### config.mk
export PLATFORM = sky130hd
export DESIGN_NAME = byte_spi_master
export DESIGN_NICKNAME = d
export VERILOG_FILES = /design/src/inc/spi_pkg.sv /design/src/hdl/byte_spi_master.sv
export VERILOG_INCLUDE_DIRS = /design/src /design/src/inc
export SDC_FILE = /design/constraint.sdc
export NUM_CORES = 1
export LEC_CHECK = 0
export ABC_AREA = 1
export BUFFER_PORTS_ARGS = -buffer_cell sky130_fd_sc_hd__buf_2
export CORE_ASPECT_RATIO = 0.5
export CORE_MARGIN = 2
export CORE_UTILIZATION = 60
export DETAILED_ROUTE_END_ITERATION = 8
export PLACE_DENSITY = 0.86
export SYNTH_ARGS = -nofsm -noshare
export SYNTH_HDL_FRONTEND = slang
export SYNTH_SLANG_ARGS = --single-unit
### constraint.sdc
create_clock -name CLK_SYS -period 3.4 [get_ports CLK_SYS]
set_input_delay 0 -clock CLK_SYS [delete_from_list [all_inputs] [get_ports CLK_SYS]]
set_output_delay 0 -clock CLK_SYS [all_outputs]
set_load 0.01 [all_outputs]
### src/inc/spi_map.svh
// Purpose: named numbers of the byte serial master
// Assumes: included by its bare name
// Notes: rates in Hz, counts in edges of the serial clock
`ifndef SPI_MAP_SVH
`define SPI_MAP_SVH
// ==========================================================
// widths and FIFO depth
`define SPI_BYTE_BITS 8
`define SPI_PRE_W 6
`define SPI_REF2M_W 6
`define SPI_FIFO_DEPTH 4
// ==========================================================
// clock rates
`define SPI_SYS_HZ 32'h05F5_E100
`define SPI_REF2M_HZ 32'h001E_8480
// ==========================================================
// serial clock toggles per byte
`define SPI_TOG_FULL 5'h10
`define SPI_TOG_DUAL 5'h08
// ==========================================================
// data-in select codes
`define SPI_MODE_FULL 2'h0
`define SPI_MODE_HALF 2'h1
`define SPI_MODE_DUAL 2'h2
`endif

### src/inc/spi_pkg.sv
// Purpose: types of the byte serial master
// Assumes: spi_map.svh on the include path
// Notes: one struct holds all state of the core except the receive FIFO
`include "spi_map.svh"
package spi_pkg;
  // ==========================================================
  // sequencer states
  typedef enum logic [2:0] {
    ST_IDLE = 3'h1,
    ST_SHIFT = 3'h2,
    ST_PUSH = 3'h4
  } state_e;
  // ==========================================================
  // core state
  typedef struct packed {
    state_e state;
    logic hold_full;
    logic [`SPI_BYTE_BITS-1:0] hold;
    logic [`SPI_BYTE_BITS-1:0] tx_sh;
    logic [`SPI_BYTE_BITS-1:0] rx_sh;
    logic [2:0] rx_cnt;
    logic [4:0] tog;
    logic dual;
    logic dir;
    logic oe;
    logic sck;
    logic sout;
    logic [`SPI_PRE_W-1:0] div;
    logic [`SPI_REF2M_W-1:0] pre2m;
    logic rx_full;
    logic [`SPI_BYTE_BITS-1:0] rx_reg;
    logic cs_n;
  } core_s;
endpackage

### src/hdl/byte_spi_master.sv
// Purpose: byte-wide serial peripheral master with holding registers
// Assumes: host strobes are one-cycle pulses synchronous to CLK_SYS
// Notes: a small receive FIFO sits between shifter and receive register
`timescale 1ns/1ns
`include "spi_map.svh"

// ==========================================================
// receive FIFO
module byte_fifo #(
  parameter int WIDTH = `SPI_BYTE_BITS,
  parameter int DEPTH = `SPI_FIFO_DEPTH
) (
  input wire logic clk,
  input wire logic rst,
  input wire logic in_valid,
  output logic in_ready,
  input wire logic [WIDTH-1:0] in_data,
  output logic out_valid,
  input wire logic out_ready,
  output logic [WIDTH-1:0] out_data
);
  localparam int AW = (DEPTH > 1) ? $clog2(DEPTH) : 1;
  localparam logic [AW:0] FULL_CNT = (AW+1)'(DEPTH);
  typedef struct packed {
    logic [DEPTH-1:0][WIDTH-1:0] mem;
    logic [AW:0] wp;
    logic [AW:0] rp;
  } fifo_s;
  fifo_s q;
  fifo_s d;
  logic [AW:0] used;

  // pointers carry one extra bit so full and empty differ
  assign used = q.wp - q.rp;
  assign in_ready = (used != FULL_CNT);
  assign out_valid = (used != '0);
  assign out_data = q.mem[q.rp[AW-1:0]];

  // write and read ports
  always_comb begin
    d = q;
    if (in_valid && in_ready) begin
      d.mem[q.wp[AW-1:0]] = in_data;
      d.wp = q.wp + 1'h1;
    end
    if (out_valid && out_ready) begin
      d.rp = q.rp + 1'h1;
    end
  end

  // state register
  always_ff @(posedge clk or posedge rst) begin
    if (rst) begin
      q <= '0;
    end else begin
      q <= d;
    end
  end
endmodule

// ==========================================================
// serial master core
module byte_spi_master #(
  parameter int FIFO_DEPTH = `SPI_FIFO_DEPTH
) (
  input wire logic CLK_SYS,
  input wire logic RST,
  input wire logic TX_WR,
  input wire logic [`SPI_BYTE_BITS-1:0] TX_WDATA,
  input wire logic RX_RD,
  input wire logic LSB_FIRST_SEL,
  input wire logic TX_EDGE_SEL,
  input wire logic RX_EDGE_SEL,
  input wire logic CLK_POL,
  input wire logic REF_CLOCK_SELECT,
  input wire logic [`SPI_PRE_W-1:0] PRELOAD,
  input wire logic [1:0] DIN_SELECT,
  input wire logic OUT_PIN_DRIVE_DIR,
  input wire logic CS_ASSERT,
  input wire logic SER_IN_PIN,
  input wire logic SER_OUT_PIN_I,
  output logic SER_OUT_PIN_O,
  output logic SER_OUT_PIN_OE,
  output logic SER_CLK_PIN,
  output logic CHIP_SEL_N_PIN,
  output logic [`SPI_BYTE_BITS-1:0] RX_BYTE_REG,
  output logic TX_HOLDING_EMPTY,
  output logic RX_HOLDING_FULL,
  output logic TX_EMPTY_IRQ_SRC,
  output logic RX_FULL_IRQ_SRC,
  output logic TX_DMA_REQUEST,
  output logic RX_DMA_REQUEST
);
  localparam logic [`SPI_REF2M_W-1:0] REF2M_DIV =
    `SPI_REF2M_W'(`SPI_SYS_HZ / `SPI_REF2M_HZ);
  localparam logic [2:0] TOP_BIT = 3'(`SPI_BYTE_BITS - 1);
  localparam spi_pkg::core_s CORE_RST = '{
    state: spi_pkg::ST_IDLE, cs_n: 1'h1, default: '0};

  spi_pkg::core_s q;
  spi_pkg::core_s d;
  logic tick2m;
  logic ref_tick;
  logic half_end;
  logic load;
  logic pop;
  logic rising;
  logic [`SPI_PRE_W-1:0] reload;
  logic [4:0] last_tog;
  logic [2:0] pos;
  logic [2:0] pos_even;
  logic fifo_in_ready;
  logic fifo_out_valid;
  logic [`SPI_BYTE_BITS-1:0] fifo_out_data;

  // ==========================================================
  // receive FIFO; a full FIFO holds the sequencer in push
  byte_fifo #(
    .WIDTH(`SPI_BYTE_BITS),
    .DEPTH(FIFO_DEPTH)
  ) u_rx_fifo (
    .clk(CLK_SYS),
    .rst(RST),
    .in_valid(q.state == spi_pkg::ST_PUSH),
    .in_ready(fifo_in_ready),
    .in_data(q.rx_sh),
    .out_valid(fifo_out_valid),
    .out_ready(pop),
    .out_data(fifo_out_data)
  );

  // ==========================================================
  // next-state logic
  always_comb begin
    d = q;
    load = 1'h0;
    rising = 1'h0;
    // free-running 2MHz tick from the system clock
    tick2m = (q.pre2m == '0);
    d.pre2m = tick2m ? (REF2M_DIV - 1'h1) : (q.pre2m - 1'h1);
    // zero preload forces the fast reference
    ref_tick = (PRELOAD == '0) || !REF_CLOCK_SELECT || tick2m;
    reload = (PRELOAD == '0) ? '0 : (PRELOAD - 1'h1);
    half_end = ref_tick && (q.div == '0);
    last_tog = q.dual ? (`SPI_TOG_DUAL - 5'h1) : (`SPI_TOG_FULL - 5'h1);
    pos = LSB_FIRST_SEL ? q.rx_cnt : (TOP_BIT - q.rx_cnt);
    pos_even = LSB_FIRST_SEL ? {q.rx_cnt[1:0], 1'h0}
                             : (3'h6 - {q.rx_cnt[1:0], 1'h0});
    case (q.state)
      spi_pkg::ST_IDLE: begin
        d.sck = CLK_POL; // clock rests inactive
        d.dir = OUT_PIN_DRIVE_DIR; // direction follows while idle
        d.oe = (DIN_SELECT == `SPI_MODE_FULL) || OUT_PIN_DRIVE_DIR;
        load = q.hold_full; // only a written byte starts a transfer
      end
      spi_pkg::ST_SHIFT: begin
        if (ref_tick) begin
          d.div = (q.div == '0) ? reload : (q.div - 1'h1);
        end
        if (half_end) begin
          // master drives the clock on each underflow
          d.sck = !q.sck;
          rising = !q.sck;
          d.tog = q.tog + 5'h1;
          // sample on the chosen receive edge
          if (rising == RX_EDGE_SEL) begin
            d.rx_cnt = q.rx_cnt + 3'h1;
            if (q.dual) begin
              d.rx_sh[pos_even] = SER_OUT_PIN_I; // even bits
              d.rx_sh[pos_even | 3'h1] = SER_IN_PIN; // odd bits
            end else if (DIN_SELECT == `SPI_MODE_FULL) begin
              d.rx_sh[pos] = SER_IN_PIN; // in while out
            end else begin
              d.rx_sh[pos] = SER_OUT_PIN_I;
            end
          end
          // present the next bit on the transmit edge
          // the first bit is already out at load, so the first edge keeps it
          if ((rising == TX_EDGE_SEL) && (q.tog != '0)) begin
            d.tx_sh = LSB_FIRST_SEL ? {1'h0, q.tx_sh[7:1]}
                                    : {q.tx_sh[6:0], 1'h0};
            d.sout = LSB_FIRST_SEL ? q.tx_sh[1] : q.tx_sh[6];
          end
          if (q.tog == last_tog) begin
            d.state = spi_pkg::ST_PUSH; // byte of eight done
          end
        end
      end
      spi_pkg::ST_PUSH: begin
        if (fifo_in_ready) begin
          // next held byte starts at once, no extra clock gap
          load = q.hold_full;
          d.state = spi_pkg::ST_IDLE;
        end
      end
      default: begin
        d.state = spi_pkg::ST_IDLE;
      end
    endcase
    // take the held byte into the shifter
    if (load) begin
      d.state = spi_pkg::ST_SHIFT;
      d.tx_sh = q.hold;
      d.sout = LSB_FIRST_SEL ? q.hold[0] : q.hold[7];
      d.dir = OUT_PIN_DRIVE_DIR; // latched per byte
      d.oe = (DIN_SELECT == `SPI_MODE_FULL) || OUT_PIN_DRIVE_DIR;
      // dual read releases the output pin
      d.dual = (DIN_SELECT == `SPI_MODE_DUAL) && !OUT_PIN_DRIVE_DIR;
      d.tog = '0;
      d.rx_cnt = '0;
      d.div = reload;
      d.sck = CLK_POL;
    end
    // write marks holding full, load empties it; the write wins
    d.hold_full = (q.hold_full && !load) || TX_WR;
    if (TX_WR) begin
      d.hold = TX_WDATA;
    end
    // every shifted byte reaches the receive register
    // set wins over the host read in the same cycle
    pop = fifo_out_valid && (!q.rx_full || RX_RD);
    d.rx_full = (q.rx_full && !RX_RD) || pop;
    if (pop) begin
      d.rx_reg = fifo_out_data;
    end
    d.cs_n = !CS_ASSERT;
  end

  // ==========================================================
  // state register; reset values give empty=1, full=0
  always_ff @(posedge CLK_SYS or posedge RST) begin
    if (RST) begin
      q <= CORE_RST;
    end else begin
      q <= d;
    end
  end

  // ==========================================================
  // outputs, all straight from state flops
  assign SER_OUT_PIN_O = q.sout;
  assign SER_OUT_PIN_OE = q.oe;
  assign SER_CLK_PIN = q.sck;
  assign CHIP_SEL_N_PIN = q.cs_n;
  assign RX_BYTE_REG = q.rx_reg;
  assign TX_HOLDING_EMPTY = !q.hold_full;
  assign RX_HOLDING_FULL = q.rx_full;
  assign TX_EMPTY_IRQ_SRC = !q.hold_full;
  assign RX_FULL_IRQ_SRC = q.rx_full;
  assign TX_DMA_REQUEST = !q.hold_full;
  assign RX_DMA_REQUEST = q.rx_full;

  // ==========================================================
  // checks
  tx_clear_a: assert property (@(posedge CLK_SYS) disable iff (RST)
    TX_WR |=> !TX_HOLDING_EMPTY)
    else $error("holding write did not clear empty");

  load_empty_a: assert property (@(posedge CLK_SYS) disable iff (RST)
    (q.state == spi_pkg::ST_IDLE && q.hold_full && !TX_WR)
      |=> (q.state == spi_pkg::ST_SHIFT) && TX_HOLDING_EMPTY)
    else $error("held byte not taken or empty not set");

  reset_flags_a: assert property (@(posedge CLK_SYS) disable iff (RST)
    $past(RST) |-> TX_HOLDING_EMPTY && !RX_HOLDING_FULL)
    else $error("wrong flag values after reset");

  idle_clock_a: assert property (@(posedge CLK_SYS) disable iff (RST)
    (q.state == spi_pkg::ST_IDLE && $past(q.state == spi_pkg::ST_IDLE))
      |-> SER_CLK_PIN == $past(CLK_POL))
    else $error("serial clock not at rest level");

  dir_steady_a: assert property (@(posedge CLK_SYS) disable iff (RST)
    (q.state == spi_pkg::ST_SHIFT && $past(q.state == spi_pkg::ST_SHIFT))
      |-> $stable(SER_OUT_PIN_OE))
    else $error("output direction changed mid byte");

  dual_release_a: assert property (@(posedge CLK_SYS) disable iff (RST)
    (q.state == spi_pkg::ST_SHIFT && q.dual) |-> !SER_OUT_PIN_OE)
    else $error("output pin driven during dual read");

  byte_len_a: assert property (@(posedge CLK_SYS) disable iff (RST)
    (q.state == spi_pkg::ST_SHIFT ##1 q.state == spi_pkg::ST_PUSH)
      |-> (q.tog == (q.dual ? `SPI_TOG_DUAL : `SPI_TOG_FULL))
        && (q.rx_cnt == (q.dual ? 3'h4 : 3'h0)))
    else $error("byte ended after wrong edge count");

  rx_fill_a: assert property (@(posedge CLK_SYS) disable iff (RST)
    (fifo_out_valid && !RX_HOLDING_FULL) |=> RX_HOLDING_FULL)
    else $error("received byte did not set full");

  fast_half_a: assert property (@(posedge CLK_SYS) disable iff (RST)
    (q.state == spi_pkg::ST_SHIFT && PRELOAD == '0 && $stable(PRELOAD)
      && q.tog != '0 && $past(q.state == spi_pkg::ST_SHIFT))
      |-> SER_CLK_PIN != $past(SER_CLK_PIN))
    else $error("zero preload clock not at fast rate");
endmodule

==> impl_metrics.csv <==
group,metric,value,unit
outcome,outcome,"complete, no violations",
placed_design,pre_cts_slack,0.632,ns
flow_run,maxCapViolations,0,
drt,drtIter0Drc,261,
worst_setup_path,critPathLaunchType,"flip-flop",
sta,rsz0062_at_grt,"false",
placed_design,numPortBuffers,46,
synth,synth_top_area_share,44.7,%
clocking,cts_tree,"built",
worst_setup_path,cp.required,3.62,ns
min_path,hold_class,"in2reg",
clocking,root_buffer,"clkbuf_16",
grt,grt_pass1_wl,18800,um
clocking,clock_sinks,100,
synth,synth_warnings,0,
drt,drtAntennaViolNets,0,
synth,ys_seq_area_share,45.7,%
drt,drc_errors,0,
floorplan,fp.dieW,139,um
final_layout,mostFrequentLayoutCell,"nand2_1",
drt,routed_via_density,5.23,
worst_setup_path,crit_path_max_fanout,20,
drt,drt_wl_total,10900,um
final_layout,seq_area,0.00250,mm2
synth,synth-edff-count,0,
synth,synth_top_area_cell,"dfrtp_1",
final_layout,diodes,0,
floorplan,rows,24,
final_layout,fillers,688,
synth,async_flop_share,100,%
final_layout,multi_input_area,0.00250,mm2
placed_design,place_hpwl,7470,um
synth,synth_nets,738,
floorplan,die_h,71.6,um
clocking,clk_pin_slew,0.07,ns
placed_design,postPlaceCellArea,0.00570,mm2
final_layout,layout-drive-gt1-share,16.3,%
pwr,p_per_area,775,mW/mm2
sta,relSlewSlack,67.3,%
floorplan,die-area,0.00997,mm2
sta,period_needed,3.09,ns
final_layout,final_cell_mix,"nand2_1 (215), dfrtp_1 (98), nor2_1 (69), o21ai_0 (67), inv_1 (63)",
drt,wl_met1,5050,um
final_layout,area_growth_syn_to_layout,12.3,%
sta,max_freq,323,MHz
final_layout,design_area,0.00616,mm2
clocking,clockBufferDepth,2,
sta,final.period_utilization,90.9,%
synth,synth_ff_type,"dfrtp_1",
drt,firstDrtPassIters,5,
clocking,cts.htree.levels,3,
synth,postSynthCellCount,696,
grt,antenna_found_initial,0,
floorplan,start_util,62.3,%
floorplan,core-area,0.00880,mm2
grt,grt_usage,23.4,%
sta,hold_viol,0,
sta,fin_ws,0.308,ns
final_layout,nNetsFinal,784,
drt,top_layer_used,"met4",
synth,yosysUniqueCellTypes,42,
sta,holdWs,0.0207,ns
drt,wl_met2,5180,um
sta,skew,0.00848,ns
sta,worstMarginPinSlew,0.490,ns
grt,grt_overflow_total,0,
clocking,cts_inserted_buffers,9,
synth,synth-seq-cells,100,
worst_setup_path,cp_data_arrival_time,3.32,ns
pwr,ir_worst_vdd,0.000392,V
clocking,post_cts_buffers,0,
synth,syn_area_per_cell,7.88,um2
placed_design,gp_congestion,0.927,
synth,synth_area_leaders,"dfrtp_1 (45%), nand2_1 (15%), o21ai_0 (6.1%)",
sta,slew_violations,0,
drt,met3_length,487,um
grt,grt_pass1_vias,4167,
grt,grt_max_degree,41,
sta,setup_tns,0,ns
drt,dr_total_vias,4520,
floorplan,ios,47,
clocking,clkLatencyLatePin,0.36,ns
worst_setup_path,critPathKind,"reg2reg",
worst_setup_path,worstSetupEndpointType,"flip-flop",
sta,setup_violations,0,
synth,syn_area,0.00548,mm2
pwr,p_leak,3.12,nW
drt,wire_per_inst,12.6,um
-- worst max-delay path, stage by stage, from the launching register on --
cell and delay, ns:
dfrtp_1 0.54, clkinv_1 0.37, ha_1 0.43, nand2_1 0.08, nand2_1 0.05, nand2_1 0.12
nand3_2 0.15, nand3_1 0.16, nand2_2 0.28, nand3_1 0.15, dlygate4sd3_1 0.55, o21ai_0 0.07
-- sequential cells by signal, summed over array words and instances, names as in the netlist --
signal / flops
RX_DMA_REQUEST: 1
SER_CLK_PIN: 1
u_rx_fifo.q: 38
SER_OUT_PIN_OE: 1
SER_OUT_PIN_O: 1
RX_BYTE_REG: 8
CHIP_SEL_N_PIN: 1
q: 49
-- final cells by class --
cell class                 count  area share [%]
clock inverter                 6            1.28
inverter                      78            4.85
timing repair buffer          63            6.38
tap                          117            2.38
clock buffer                  10            3.88
multi-input combinational    490            40.6
sequential                   100            40.7
-- routing by layer --
metal  vias up  GRT usage (%)
met3        13           5.01
met1      2098           31.2
li1       2290              -
met2       119           39.5
met5         -              0
met4         0           6.73
-- power by group --
| part | internal [mW] | total [mW] | switching (mW) |
|---|---|---|---|
| Combinational | 0.683 | 1.99 | 1.31 |
| Sequential | 1.48 | 1.70 | 0.218 |
| Clock | 0.606 | 1.08 | 0.474 |
-- per-stage QoR --
| stage | instances | power, mW | util [%] |
|---|---|---|---|
| after floorplan | 696 | 3.32 | - |
| after global placement | 834 | 3.59 | 64.8 |
| after detailed placement | 834 | 3.66 | 64.8 |
| after CTS | 864 | 4.78 | 70.0 |
| after global routing | 864 | 5.16 | 70.0 |
| final | 864 | 4.77 | 70.0 |
-- Yosys cell counts (9+ instances only) --
cell type	instances
o21ai_0	67
dfrtp_1	98
nand3_1	17
nor2_1	69
nand2_1	216
o21ai_1	20
buf_4	15
ha_1	13
inv_2	11
inv_1	64
a31oi_1	9
xor2_1	12
-- final timing paths --
path / cells past startpoint / slack, ns / startpoint / endpoint
setup reg to reg: 11 / 0.31 / u_rx_fifo.q[1] / q[26]
setup / recovery: 11 / 0.31 / u_rx_fifo.q[1] / q[26]
hold reg to reg: 1 / 0.43 / q[10] / q[10]
max in group asynchronous: 4 / 2.33 / RST / q[60]
min in group asynchronous: 3 / 0.22 / RST / q[14]
hold / removal: 5 / 0.02 / CLK_POL / SER_CLK_PIN
-- logic make-up after synthesis --
kind of cell,share of synthesized area [%]
buffers and inverters,8.78
adders and majority gates,2.97
xor gates and xnor gates,3.19
muxes,1.44
AOI/OAI and AO/OA,11.3
and+or+nand+nor,26.7
DFF,45.7
-- repair_timing --
| item | in CTS | in global routing |
|---|---|---|
| hold buffers | 14 | 0 |
| endpoints found under the hold margin | 50 | 0 |
| setup endpoints to repair | 0 | 1 |
| gates resized for setup | 0 | 1 |
Power figures use the tool's default switching activity.
